[config.mk]
export PLATFORM = sky130hd
export DESIGN_NAME = pep_host
export DESIGN_NICKNAME = d
export VERILOG_FILES = /design/src/inc/pep_pkg.sv /design/src/pep_host.sv /design/src/pep_buf2.sv
export SDC_FILE = /design/constraint.sdc
export NUM_CORES = 1
export LEC_CHECK = 0
export ABC_CLOCK_PERIOD_IN_PS = 6300
export BUFFER_PORTS_ARGS = -buffer_cell sky130_fd_sc_hd__buf_4
export CAP_MARGIN = 10
export CORE_MARGIN = 1
export CORE_UTILIZATION = 35
export CTS_CLUSTER_SIZE = 40
export DETAILED_ROUTE_END_ITERATION = 12
export SLEW_MARGIN = 30
export SYNTH_ARGS = -nofsm -noshare
export SYNTH_HDL_FRONTEND = slang
export SYNTH_HIERARCHICAL = 1
export SYNTH_SLANG_ARGS = --single-unit
[constraint.sdc]
create_clock -name clk -period 6.3 [get_ports clk]
set_input_delay 0.315 -clock clk [delete_from_list [all_inputs] [get_ports clk]]
set_output_delay 0.315 -clock clk [all_outputs]
set_load 0.005 [all_outputs]
[src/inc/pep_pkg.sv]
/*
 Package for the paged EEPROM host controller: pin widths, timing
 figures in their own units with derived cycle counts, command codes.
 Assumes a 100 MHz system clock.
*/
package pep_pkg;
   localparam int CLK_MHZ = 100;
   localparam int ADDR_W = 19;
   localparam int DATA_W = 8;
   localparam int CMD_ADDR_W = 15;
   localparam int PAGE_LO = 8;
   localparam int POLL_BIT = 7;
   localparam int PAGE_BYTES = 256;
   // Times as printed, in ns, us or ms.
   localparam int T_ACC_NS = 200;
   localparam int T_WP_NS = 100;
   localparam int T_WPH_NS = 50;
   localparam int T_AH_NS = 50;
   localparam int T_DF_NS = 55;
   localparam int T_BLC_US = 150;
   localparam int T_WC_MS = 10;
   // Times in ns round up to whole cycles; times in us and ms scale exactly.
   localparam int ACC_CYC = (T_ACC_NS * CLK_MHZ + 999) / 1000;
   localparam int WP_CYC = (T_WP_NS * CLK_MHZ + 999) / 1000;
   localparam int WPH_CYC = (T_WPH_NS * CLK_MHZ + 999) / 1000;
   localparam int DF_CYC = (T_DF_NS * CLK_MHZ + 999) / 1000;
   localparam int BLC_CYC = T_BLC_US * CLK_MHZ;
   localparam int WC_CYC = T_WC_MS * 1000 * CLK_MHZ;
   localparam int CNT_W = 24;
   // Command prefix for the write lock feature (values are a plain choice).
   localparam logic [CMD_ADDR_W-1:0] CMD_A0 = 15'h5555;
   localparam logic [CMD_ADDR_W-1:0] CMD_A1 = 15'h2aaa;
   localparam logic [CMD_ADDR_W-1:0] CMD_A2 = 15'h5555;
   localparam logic [DATA_W-1:0] CMD_D0 = 8'haa;
   localparam logic [DATA_W-1:0] CMD_D1 = 8'h55;
   localparam logic [DATA_W-1:0] CMD_LOCK = 8'ha0;
   localparam logic [DATA_W-1:0] CMD_UNLOCK_D3 = 8'h80;
   // Request opcodes.
   localparam logic [1:0] OP_READ = 2'h0;
   localparam logic [1:0] OP_WRITE = 2'h1;
   localparam logic [1:0] OP_LOCK = 2'h2;
   localparam logic [1:0] OP_UNLOCK = 2'h3;
   typedef enum logic [3:0] {
      ST_IDLE, ST_RD_WAIT, ST_RD_FLOAT, ST_WR_SETUP, ST_WR_LOW, ST_WR_HIGH,
      ST_POLL_RD, ST_POLL_FLOAT, ST_DONE
   } pep_state_t;
endpackage : pep_pkg

[src/pep_host.sv]
/*
 Host controller for a byte-wide paged EEPROM: drives chip select, output
 gate, write strobe, address and the two-way data byte. Reads return data
 through a two-entry buffer. Page writes, lock and unlock commands are
 issued, and the end of programming is found by polling the top data bit.
 Assumes the memory is clockless and that requests come from same-clock logic.
*/
// What this block does
// - Keep page bits fixed within page load; this block only flags a change on page_error.
// - Gate stays high while writing strobes low.
// - Next byte within 150 us window.
// - Three prefix bytes, exact address and order.
// - One to 256 data bytes per page load; this block does not count them.
`timescale 1ns/10ps
`default_nettype none
module pep_host #(
   parameter int BLC_CYCLES = pep_pkg::BLC_CYC,
   parameter int WC_CYCLES = pep_pkg::WC_CYC
) (
   // Clock and reset.
   input wire logic clk,
   input wire logic rst_n,
   // Request port: op, address, write data, last byte of the page.
   input wire logic req_valid,
   output logic req_ready,
   input wire logic [1:0] req_op,
   input wire logic [pep_pkg::ADDR_W-1:0] req_addr,
   input wire logic [pep_pkg::DATA_W-1:0] req_wdata,
   input wire logic req_last,
   // Read data out.
   output logic rd_valid,
   input wire logic rd_ready,
   output logic [pep_pkg::DATA_W-1:0] rd_data,
   // Status.
   output logic busy,
   output logic prog_done,
   output logic page_error,
   // Memory pins.
   output logic chip_sel_n,
   output logic out_gate_n,
   output logic wr_strobe_n,
   output logic [pep_pkg::ADDR_W-1:0] mem_addr,
   input wire logic [pep_pkg::DATA_W-1:0] mem_data_in,
   output logic [pep_pkg::DATA_W-1:0] mem_data_out,
   output logic mem_data_oe
);
   pep_pkg::pep_state_t st_q, st_d;
   logic cs_q, oe_q, we_q, doe_q, busy_q, done_q, perr_q, inpage_q, cmd_q;
   logic [pep_pkg::ADDR_W-1:0] a_q;
   logic [pep_pkg::DATA_W-1:0] d_q, last_d_q, sync1_q, sync2_q;
   logic [pep_pkg::CNT_W-1:0] t_q, wc_q;
   logic [1:0] pre_q, op_q;
   localparam int PAGE_LO_W = pep_pkg::PAGE_LO;
   // Cycles kept in hand before the byte window closes.
   localparam int BLC_MARGIN = 8;
   logic [pep_pkg::ADDR_W-PAGE_LO_W-1:0] page_q;
   logic fin_q;
   // The request is kept apart, since the command prefix borrows the pins.
   logic [pep_pkg::ADDR_W-1:0] ra_q;
   logic [pep_pkg::DATA_W-1:0] wd_q, rdat_q;
   logic buf_in_valid, buf_in_ready;

   // Prefix byte selection for lock, unlock and protected writes.
   function automatic logic [pep_pkg::CMD_ADDR_W-1:0] pre_addr(input logic [1:0] i);
      pre_addr = (i == 2'h0) ? pep_pkg::CMD_A0 : (i == 2'h1) ? pep_pkg::CMD_A1
         : pep_pkg::CMD_A2;
   endfunction : pre_addr
   function automatic logic [pep_pkg::DATA_W-1:0] pre_data(input logic [1:0] i,
      input logic [1:0] op);
      pre_data = (i == 2'h0) ? pep_pkg::CMD_D0 : (i == 2'h1) ? pep_pkg::CMD_D1
         : (op == pep_pkg::OP_UNLOCK) ? pep_pkg::CMD_UNLOCK_D3 : pep_pkg::CMD_LOCK;
   endfunction : pre_data

   // Decoded conditions.
   wire take = req_valid && req_ready;
   wire t_zero = (t_q == '0);
   wire [pep_pkg::DATA_W-1:0] pin_d = sync2_q;
   wire poll_match = (rdat_q[pep_pkg::POLL_BIT] == last_d_q[pep_pkg::POLL_BIT]);
   wire same_page = (req_addr[pep_pkg::ADDR_W-1:PAGE_LO_W] == page_q);
   wire blc_expired = inpage_q && (wc_q >= pep_pkg::CNT_W'(BLC_CYCLES - BLC_MARGIN));
   // Another byte follows: lock and unlock stop after three prefix bytes, a write opening a page sends three prefix bytes then data.
   wire more_pre = cmd_q && ((pre_q < 2'h2) || (pre_q == 2'h2 && op_q == pep_pkg::OP_WRITE));
   wire wc_over = (wc_q >= pep_pkg::CNT_W'(WC_CYCLES));

   // Ready only in idle and only when the read buffer has room, so a stall
   // by the reader holds off new requests rather than losing a byte.
   assign req_ready = (st_q == pep_pkg::ST_IDLE) && buf_in_ready && !blc_expired;
   assign buf_in_valid = (st_q == pep_pkg::ST_RD_FLOAT) && t_zero;

   // Next state.
   always_comb
   begin
      st_d = st_q;
      case (st_q)
         pep_pkg::ST_IDLE:
            if (take)
               st_d = (req_op == pep_pkg::OP_READ) ? pep_pkg::ST_RD_WAIT
                  : pep_pkg::ST_WR_SETUP;
            else if (blc_expired || (fin_q && inpage_q))
               st_d = pep_pkg::ST_POLL_RD;
         pep_pkg::ST_RD_WAIT: if (t_zero) st_d = pep_pkg::ST_RD_FLOAT;
         pep_pkg::ST_RD_FLOAT: if (t_zero) st_d = pep_pkg::ST_IDLE;
         pep_pkg::ST_WR_SETUP: st_d = pep_pkg::ST_WR_LOW;
         pep_pkg::ST_WR_LOW: if (t_zero) st_d = pep_pkg::ST_WR_HIGH;
         pep_pkg::ST_WR_HIGH:
            if (t_zero)
               st_d = more_pre ? pep_pkg::ST_WR_SETUP : pep_pkg::ST_IDLE;
         pep_pkg::ST_POLL_RD: if (t_zero) st_d = pep_pkg::ST_POLL_FLOAT;
         pep_pkg::ST_POLL_FLOAT:
            if (t_zero)
               st_d = (poll_match || wc_over) ? pep_pkg::ST_DONE : pep_pkg::ST_POLL_RD;
         pep_pkg::ST_DONE: st_d = pep_pkg::ST_IDLE;
         default: st_d = pep_pkg::ST_IDLE;
      endcase
   end

   // Pin sync: data pins are asynchronous and pass two flops first.
   always_ff @(posedge clk)
   begin
      sync1_q <= mem_data_in;
      sync2_q <= sync1_q;
   end

   // Main sequencer.
   always_ff @(posedge clk)
   begin
      if (!rst_n)
      begin
         st_q <= pep_pkg::ST_IDLE;
         cs_q <= 1'b1;
         oe_q <= 1'b1;
         we_q <= 1'b1;
         doe_q <= 1'b0;
         a_q <= '0;
         d_q <= '0;
         ra_q <= '0;
         wd_q <= '0;
         rdat_q <= '0;
         last_d_q <= '0;
         t_q <= '0;
         wc_q <= '0;
         pre_q <= 2'h0;
         op_q <= pep_pkg::OP_READ;
         cmd_q <= 1'b0;
         page_q <= '0;
         inpage_q <= 1'b0;
         fin_q <= 1'b0;
         busy_q <= 1'b0;
         done_q <= 1'b0;
         perr_q <= 1'b0;
      end
      else
      begin
         st_q <= st_d;
         done_q <= 1'b0;
         t_q <= t_zero ? t_q : t_q - 1'b1;
         wc_q <= inpage_q || (st_q == pep_pkg::ST_POLL_RD) || (st_q == pep_pkg::ST_POLL_FLOAT)
            ? wc_q + 1'b1 : wc_q;
         case (st_q)
            pep_pkg::ST_IDLE:
               if (take)
               begin
                  op_q <= req_op;
                  a_q <= req_addr;
                  d_q <= req_wdata;
                  ra_q <= req_addr;
                  wd_q <= req_wdata;
                  fin_q <= req_last || (req_op != pep_pkg::OP_WRITE);
                  busy_q <= 1'b1;
                  cmd_q <= (req_op != pep_pkg::OP_READ) && !inpage_q;
                  pre_q <= 2'h0;
                  perr_q <= inpage_q && !same_page;
                  if (req_op == pep_pkg::OP_READ)
                  begin
                     cs_q <= 1'b0;
                     oe_q <= 1'b0;
                     t_q <= pep_pkg::CNT_W'(pep_pkg::ACC_CYC + 2);
                  end
                  else if (!inpage_q)
                     page_q <= req_addr[pep_pkg::ADDR_W-1:PAGE_LO_W];
               end
               else if (blc_expired || (fin_q && inpage_q))
               begin
                  // Stop loading; the device starts programming on its own.
                  inpage_q <= 1'b0;
                  busy_q <= 1'b1;
                  wc_q <= '0;
                  cs_q <= 1'b0;
                  oe_q <= 1'b0;
                  t_q <= pep_pkg::CNT_W'(pep_pkg::ACC_CYC + 2);
               end
            pep_pkg::ST_RD_WAIT:
               if (t_zero)
               begin
                  // Take the byte before the lines float and go stale.
                  rdat_q <= pin_d;
                  cs_q <= 1'b1;
                  oe_q <= 1'b1;
                  t_q <= pep_pkg::CNT_W'(pep_pkg::DF_CYC);
               end
            pep_pkg::ST_RD_FLOAT:
               if (t_zero)
                  busy_q <= 1'b0;
            pep_pkg::ST_WR_SETUP:
            begin
               // Gate high before select and strobe fall.
               oe_q <= 1'b1;
               doe_q <= 1'b1;
               if (cmd_q && pre_q != 2'h3)
               begin
                  a_q <= {{(pep_pkg::ADDR_W-pep_pkg::CMD_ADDR_W){1'b0}}, pre_addr(pre_q)};
                  d_q <= pre_data(pre_q, op_q);
               end
               else
               begin
                  a_q <= ra_q;
                  d_q <= wd_q;
               end
               cs_q <= 1'b0;
               we_q <= 1'b0;
               t_q <= pep_pkg::CNT_W'(pep_pkg::WP_CYC);
            end
            pep_pkg::ST_WR_LOW:
               if (t_zero)
               begin
                  we_q <= 1'b1;
                  cs_q <= 1'b1;
                  t_q <= pep_pkg::CNT_W'(pep_pkg::WPH_CYC);
               end
            pep_pkg::ST_WR_HIGH:
               if (t_zero)
               begin
                  doe_q <= 1'b0;
                  inpage_q <= 1'b1;
                  wc_q <= '0; // Window restarts with each byte.
                  if (cmd_q && pre_q != 2'h3)
                  begin
                     pre_q <= pre_q + 2'h1;
                     // Lock and unlock end after the third byte.
                     if (pre_q == 2'h2 && op_q != pep_pkg::OP_WRITE)
                        pre_q <= 2'h3;
                     else if (pre_q == 2'h2)
                     begin
                        a_q <= a_q;
                        pre_q <= 2'h3;
                     end
                  end
                  else
                     busy_q <= fin_q; // Busy on after the last byte.
                  last_d_q <= d_q;
               end
            pep_pkg::ST_POLL_RD:
               if (t_zero)
               begin
                  rdat_q <= pin_d;
                  cs_q <= 1'b1;
                  oe_q <= 1'b1;
                  t_q <= pep_pkg::CNT_W'(pep_pkg::DF_CYC + 2);
               end
            pep_pkg::ST_POLL_FLOAT:
               if (t_zero && !(poll_match || wc_over))
               begin
                  cs_q <= 1'b0;
                  oe_q <= 1'b0;
                  t_q <= pep_pkg::CNT_W'(pep_pkg::ACC_CYC + 2);
               end
            pep_pkg::ST_DONE:
            begin
               busy_q <= 1'b0;
               done_q <= 1'b1;
               fin_q <= 1'b0;
            end
            default: ;
         endcase
      end
   end

   // Read data buffer: a stalled reader never loses a byte.
   pep_buf2 #(.W(pep_pkg::DATA_W)) u_buf (
      .clk(clk),
      .rst_n(rst_n),
      .in_valid(buf_in_valid),
      .in_ready(buf_in_ready),
      .in_data(rdat_q),
      .out_valid(rd_valid),
      .out_ready(rd_ready),
      .out_data(rd_data)
   );

   // Pin and status outputs come straight from flops.
   assign chip_sel_n = cs_q;
   assign out_gate_n = oe_q;
   assign wr_strobe_n = we_q;
   assign mem_addr = a_q;
   assign mem_data_out = d_q;
   assign mem_data_oe = doe_q;
   assign busy = busy_q;
   assign prog_done = done_q;
   assign page_error = perr_q;

   // Checks beside the logic.
   a_gate_wr_high: assert property (@(posedge clk) disable iff (!rst_n)
      !we_q |-> oe_q) else $error("gate low during write strobe");
   a_drive_wr: assert property (@(posedge clk) disable iff (!rst_n)
      doe_q |-> oe_q) else $error("data driven with gate low");
   a_write_sel: assert property (@(posedge clk) disable iff (!rst_n)
      !we_q |-> !cs_q && doe_q) else $error("strobe without select");
   a_page_fixed: assert property (@(posedge clk) disable iff (!rst_n)
      $fell(we_q) && inpage_q && !cmd_q |-> a_q[pep_pkg::ADDR_W-1:PAGE_LO_W] == page_q)
      else $error("page bits moved");
   a_cmd_addr: assert property (@(posedge clk) disable iff (!rst_n)
      $fell(we_q) && cmd_q && pre_q != 2'h3 |-> a_q[pep_pkg::ADDR_W-1:pep_pkg::CMD_ADDR_W] == '0)
      else $error("command address high bits");
   a_window_kept: assert property (@(posedge clk) disable iff (!rst_n)
      inpage_q |-> wc_q < pep_pkg::CNT_W'(BLC_CYCLES)) else $error("byte window overrun");
   a_float_read: assert property (@(posedge clk) disable iff (!rst_n)
      $rose(oe_q) && !doe_q |-> ##1 oe_q) else $error("gate pulse too short");
   a_done_pulse: assert property (@(posedge clk) disable iff (!rst_n)
      done_q |-> !busy_q ##1 !done_q) else $error("done not a pulse");
   c_read: cover property (@(posedge clk) rd_valid && rd_ready);
   c_page: cover property (@(posedge clk) inpage_q && $fell(we_q));
   c_done: cover property (@(posedge clk) done_q);
   c_stall: cover property (@(posedge clk) rd_valid && !rd_ready && !buf_in_ready);
endmodule : pep_host
`default_nettype wire

[src/pep_buf2.sv]
/*
 Two-entry valid/ready buffer in flip-flops, indexed by pointers.
 Assumes both sides run on the same clock.
*/
`timescale 1ns/10ps
`default_nettype none
module pep_buf2 #(
   parameter int W = 8
) (
   // Clock and reset.
   input wire logic clk,
   input wire logic rst_n,
   // Filling side.
   input wire logic in_valid,
   output logic in_ready,
   input wire logic [W-1:0] in_data,
   // Draining side.
   output logic out_valid,
   input wire logic out_ready,
   output logic [W-1:0] out_data
);
   logic [W-1:0] mem_q [2];
   logic wp_q, rp_q;
   logic [1:0] cnt_q;
   wire push = in_valid && in_ready;
   wire pop = out_valid && out_ready;
   // Full and empty come straight from the occupancy count.
   assign in_ready = (cnt_q != 2'h2);
   assign out_valid = (cnt_q != 2'h0);
   assign out_data = mem_q[rp_q];
   // Pointers and count advance on each handshake.
   always_ff @(posedge clk)
   begin
      if (!rst_n)
      begin
         wp_q <= 1'b0;
         rp_q <= 1'b0;
         cnt_q <= 2'h0;
      end
      else
      begin
         if (push)
         begin
            mem_q[wp_q] <= in_data;
            wp_q <= ~wp_q;
         end
         if (pop)
            rp_q <= ~rp_q;
         cnt_q <= cnt_q + {1'b0, push} - {1'b0, pop};
      end
   end
endmodule : pep_buf2
`default_nettype wire

Word level (Yosys, flattened, before mapping)
Memory sizes are Yosys's and may differ from the RTL's. A register that Yosys moved wholly into a read port is not among the register bits.
Cells that the tools add are included.
{ "classes": {"n_addsub": 5, "magnitude_cmp": 3, "n_eq_ne": 34, "n_mux": 68, "bitwise_logic": 4, "n_reduce_logical": 55} }
{ "ops": {"columns": ["cell", "count"], "rows": [
  ["$mux W24", 12],
  ["$pmux W24 S6", 1],
  ["$pmux W24 S2", 1],
  ["$mux W19", 2],
  ["$pmux W19 S2", 1],
  ["$mux W4", 9],
  ["$mux W8", 4],
  ["$pmux W4 S8", 1],
  ["$mux W15", 2],
  ["$add A24 B1 Y24 const B", 1],
  ["$ge A24 B14 Y1 const B", 1],
  ["$ge A24 B20 Y1 const B", 1],
  ["$logic_not A24 Y1", 1],
  ["$ne A2 B2 Y1 const B", 12],
  ["$sub A24 B1 Y24 const B", 1],
  ["$mux W1", 18],
  ["$eq A4 B3 Y1 const B", 4],
  ["$pmux W8 S2", 1],
  ["$logic_and A1 B1 Y1", 15],
  ["$reduce_and A5 Y1", 3],
  ["$mux W2", 7],
  ["$reduce_and A2 Y1", 7],
  ["$reduce_bool A2 Y1", 7],
  ["$ne A2 B1 Y1 const B", 6],
  ["26 further kinds", 51]
]} }
{ "word_totals": {"regBits": 167, "mem_bits_rw": 16, "in_bits": 42, "n_memories": 1} }
{ "memory_table": {"columns": ["memory", "depth", "width", "read_ports", "rd_clocked_by_memory_dff", "write_ports", "line_no", "text"], "rows": [
  ["u_buf.mem_q", 2, 8, 1, 1, 1, "pep_buf2.sv:22", "logic [W-1:0] mem_q [2];"]
]} }

Logic depth before layout (Yosys ltp)
{ "logic_depth": {"ltp_word": 7, "mapped_depth": 15, "mapped_depth_nobuf": 14} }

Cells and area by module
Netlist, hierarchy kept.
{ "by_module_without_submodules": {"columns": ["mod", "instances", "cells_each", "area_per_inst_um2"], "rows": [
  ["pep_host", 1, 812, 6854.1],
  ["pep_buf2", 1, 50, 814.5]
]} }

Worst setup path after synthesis
Ideal clock, no wire load.
{ "synth_path": {"path_kind": "flip-flop to flip-flop", "from": "register t_q[5] (netlist bit)", "to": "register u_buf.cnt_q[1]", "setup_ps": 115, "arrival_ps": 3110, "required_time_ps": 6185, "slack_ps": 3075, "stages_incl_launch_ff": 15, "period_less_slack_ps": 3225, "cell_sequence": "dfxtp_1 > or4_1 > buf_2 > or4_4 > nor2_4 > clkbuf_1 > and3_1 > and2_4 > inv_1 > ha_1 > inv_1 > ha_1 > xnor2_1 > xnor2_1 > and2_1"} }
{ "synth_via": {"elab_chain_len": 5} }
{ "synth_rtl": {"columns": ["item", "line_no", "text"], "rows": [
  ["start, declared", "pep_host.sv:51", "logic [pep_pkg::CNT_W-1:0] t_q, wc_q;"],
  ["start signal, assigned", "pep_host.sv:156", "t_q <= t_zero ? t_q : t_q - 1'b1;"],
  ["start signal, assigned", "pep_host.sv:177", "t_q <= pep_pkg::CNT_W'(pep_pkg::ACC_CYC + 2);"],
  ["start signal, assigned", "pep_host.sv:190", "t_q <= pep_pkg::CNT_W'(pep_pkg::ACC_CYC + 2);"],
  ["$logic_not A24 Y1", "pep_host.sv:76", "wire t_zero = (t_q == '0);"],
  ["$logic_and A1 B1 Y1", "pep_host.sv:88", "assign buf_in_valid = (st_q == pep_pkg::ST_RD_FLOAT) && t_zero;"],
  ["via buf_in_valid", "pep_host.sv:61", "logic buf_in_valid, buf_in_ready;"],
  ["$logic_and A1 B1 Y1", "pep_buf2.sv:25", "wire push = in_valid && in_ready;"],
  ["$add A2 B1 Y2", "pep_buf2.sv:49", "cnt_q <= cnt_q + {1'b0, push} - {1'b0, pop};"],
  ["$sub A2 B1 Y2", "pep_buf2.sv:49", null],
  ["end signal, assigned", "pep_buf2.sv:49", null],
  ["end, declared", "pep_buf2.sv:24", "logic [1:0] cnt_q;"]
]} }
The timed path passes the listed nets, and every way through them passes these cells.
A chain may end at the register's enable or synchronous reset.

Worst setup path in the final report
{ "layout_path": {"from": "register t_q[5] (netlist bit)", "to": "register t_q[11] (netlist bit)"} }
{ "layout_via": {"elab_chain_len": 5} }
{ "layout_rtl": {"columns": ["item", "line_no", "text"], "rows": [
  ["$sub A24 B1 Y24 or $logic_not A24 Y1 (tied branches)", "pep_host.sv:156, pep_host.sv:76", null],
  ["$mux W24", "pep_host.sv:156", null],
  ["$mux W24 (on tied branches)", "pep_host.sv:182, pep_host.sv:173", null],
  ["$mux W24", "pep_host.sv:161", "if (take)"],
  ["$pmux W24 S6 (*)", "pep_host.sv:159", "case (st_q)"]
]} }
Mark *: on every way between the ends. The rest lies on a longest branch, timed or not.

==> flow_metrics.py <==
metrics = {
    "pwr": {
        "powerDensity_mw_per_mm2": 449,
        "combPwrFrac_pct": 37.9,
        "swShare_pct": 38.5,
        "p_seq_share_pct": 36.7,
        "vdd_drop_max_uv": 191,
        "intPower_mw": 2.55,
        "switching_power_mw": 1.60,
        "pwr-share-clk_pct": 25.4,
        "power.total_mw": 4.15,
        "p_leak_nw": 3.58,
    },
    "timing": {
        "finClkSkew_ns": 0.0172,
        "final-setup-viol-count": 0,
        "finalSetupTns_ns": 0,
        "worst_pin_slew_ns": 0.863,
        "max_freq_mhz": 295,
        "slew_headroom_pct": 42.4,
        "rsz0062_at_grt": "no",
        "min_period_ns": 3.39,
        "slew_violations": 0,
        "hold_violations": 0,
        "period_share_pct": 53.8,
    },
    "clock_network": {
        "cts_hold_buf": 8,
        "post_cts_resized": 0,
        "htree_levels": 4,
        "clockBufferDepth": 2,
        "cts_tree": "yes",
        "clkTransAtPathRegs_ns": 0.07,
        "cts.sinks": 177,
        "numCtsBuffers": 17,
        "clk_latency_ns": 0.44,
        "cts_setup_buffers": 0,
        "root_buffer": "clkbuf_16",
    },
    "setup_path": {
        "critical-path-top-delay-family": "simple AND/OR/NAND/NOR gates",
        "r2r_start": "t_q[5]",
        "crit_type": "flop to flop",
        "end_kind": "flop",
        "crit_chain": "or4_1 > or4_4 > nor2_4 > inv_2 > o21a_1 > o31ai_4 > nor2_1",
        "start_kind": "flop",
        "crit_buf_inv": 1,
        "crit_arrival_ns": 3.68,
        "cp_max_fo": 19,
        "cpMaxStageDelayCell": "o31ai_4",
        "crit_required_ns": 6.59,
        "startpoint": "t_q[5]",
        "cp_slowest_stage_delay_ns": 0.72,
    },
    "synth": {
        "synthAdderAreaFrac_pct": 1.96,
        "synth_compound_area_share_pct": 14.5,
        "async_flop_share_pct": 0,
        "synth_top_area_share_pct": 42.0,
        "seq_area_frac_synth_pct": 48.3,
        "synthCells": 862,
        "yosys_most_used_dff": "dfxtp_1",
        "synth_area_per_cell_um2": 8.90,
        "synth_edf_count": 16,
        "yosys_warnings": 6,
        "ys_seq_elements": 177,
        "synth_top_family_by_area": "simple AND/OR/NAND/NOR gates",
        "yosysTopAreaCell": "dfxtp_1",
        "syn-num-nets": 916,
        "ys_top_cells_by_area": "dfxtp_1 42%, nand2_1 6.3%, edfxtp_1 6.3%",
        "synth_xor_area_share_pct": 6.62,
        "yosys.area_share.simple_pct": 21.7,
        "syn_area_mm2": 0.00767,
        "muxShareOfSynthArea_pct": 3.92,
        "synth_cell_types": 65,
    },
    "placement": {
        "dp_hpwl_um": 12000,
        "dp.cells": 1180,
        "gp_congestion": 0.823,
        "io_buffers": 85,
        "placedInstanceArea_mm2": 0.00854,
    },
    "grt": {
        "grt_usage_pct": 16.7,
        "grt_pass1_vias": 5949,
        "grt_pass1_wl_um": 29700,
        "grt_max_degree": 81,
        "grt_overflow": 0,
        "antenna_found_initial": 0,
    },
    "detailed_routing": {
        "drc_errors": 0,
        "viasPerCell": 5.16,
        "firstDrtPassIters": 7,
        "ant_nets": 0,
        "drt-total-wl_um": 18200,
        "vias": 6304,
        "wl_per_cell_um": 14.9,
        "drt_iter0_drc": 360,
    },
    "min_path": {
        "hold_path.class": "primary input to flop",
        "min_from": "req_addr[10]",
    },
    "flow_run": {
        "max-cap-violations": 0,
    },
    "finish": {
        "instances_no_fill": 1221,
        "antenna_cells": 0,
        "post-route-util_pct": 43.5,
        "final_layout_size_suffix_gt1_share_pct": 16.1,
        "nets": 987,
        "areaGrowthSynthToFinish_pct": 20.4,
        "fin_area_mm2": 0.00924,
    },
    "status": {
        "status": "completed",
    },
    "floorplan": {
        "dieArea_mm2": 0.0225,
        "dieHeight_um": 150,
        "io_pins": 86,
        "core-area_mm2": 0.0212,
        "num_rows": 53,
        "start_util_pct": 36.1,
        "die_x_um": 150,
    },
}
-- metrics by stage --
stage / setup slack (ns) / hold WS (ns)
after floorplan: 3.08 / 0.310
after global placement: 3.02 / 0.312
after detailed placement: 2.90 / 0.312
after CTS: 2.90 / 0.135
after global routing: 2.67 / 0.143
final: 2.91 / 0.146
-- cell type report --
class | count | area [µm²]
Tap cell | 275 | 344
Clock buffer | 19 | 455
Inverter | 12 | 45.0
Clock inverter | 13 | 143
Fill cell | 2119 | 12000
Timing Repair Buffer | 100 | 778
Sequential cell | 177 | 3700
Multi-Input combinational cell | 625 | 3770
-- registers in the layout (all words and copies together) (netlist names), 11 cells and up, named ones only --
name         cells
t_q             24
wc_q            24
mem_addr        19
ra_q            19
u_buf/mem_q     16
page_q          11
-- cell usage after synthesis (3+ instances only) --
cell and count:
a222oi_1 4, nand3_1 20, nand2b_1 9, nand2_1 129, nor2b_1 7, nor4_1 15, o21a_1 4, nand4_1 9
a21oi_1 66, mux2_2 8, a31oi_1 14, o211ai_1 5, nor2_1 102, and4_1 3, xor2_1 36, nor3_1 15
dfxtp_1 161, buf_2 3, inv_1 10, a221oi_1 15, xnor2_1 22, o21ai_0 21, or3_1 6, o211a_1 3
nand3b_1 5, a21o_1 3, nor3b_1 3, a311oi_1 3, a211oi_1 5, edfxtp_1 16, ha_1 12, and3_1 13
or4_1 5, clkbuf_1 43, mux2i_1 21, and2_1 6, or2_2 5
-- cell usage in the layout (no fill, tap or decap), types with 14 or more instances in the layout --
cell type  netlist  final
dfxtp_1        161    161
nand2_1        129    128
nor2_1         102    101
buf_4            0     91
a21oi_1         66     65
xor2_1          36     36
xnor2_1         22     22
mux2i_1         21     21
o21ai_0         21     21
nand3_1         20     20
clkbuf_16        0     18
edfxtp_1        16     16
nor3_1          15     15
a221oi_1        15     15
a31oi_1         14     14
-- power by group through the flow --
stage                     combinational (mW)  sequential [mW]  clock, mW
final                                   1.57             1.52       1.05
after global routing                    1.76             1.56       1.12
after CTS                               1.57             1.52       1.07
after detailed placement                1.56             1.54          0
after global placement                  1.56             1.54          0
after floorplan                         1.17             1.48          0
-- worst register-to-register path, stage by stage (launching register included) --
cell     delay [ns]
dfxtp_1        0.34
or4_1          0.65
or4_4          0.54
nor2_4         0.37
inv_2          0.23
o21a_1         0.27
o31ai_4        0.72
nor2_1         0.13
-- cell families (layout without fill, tap and decap cells) --
kind of cell / Yosys count / after routing
xor gates and xnor gates: 58 / 58
muxes: 29 / 29
AOI/OAI and AO/OA: 169 / 169
adders and majority gates: 12 / 12
and+or+nand+nor: 357 / 357
buffers and inverters: 60 / 144
DFF: 177 / 177
-- path summary, 6_finish.rpt --
check                            endpoint  slack [ns]  depth (start not counted)
worst max-delay path              t_q[11]        2.91                          7
worst min-delay path            page_q[2]        0.15                          3
worst max register to register    t_q[11]        2.91                          7
worst min register to register   pin_d[7]        0.32                          0
-- metal layers --
metal / global-route usage, % / vias up / share of wire [%] / wire length, µm
met5: 0 / - / 0 / 0
met4: 6.11 / 0 / 1.3 / 238
met1: 22.9 / 2980 / 49 / 8880
li1: - / 3177 / - / -
met3: 4.42 / 15 / 5.1 / 925
met2: 24.8 / 132 / 45 / 8140
(Power assumes the default switching activity.)
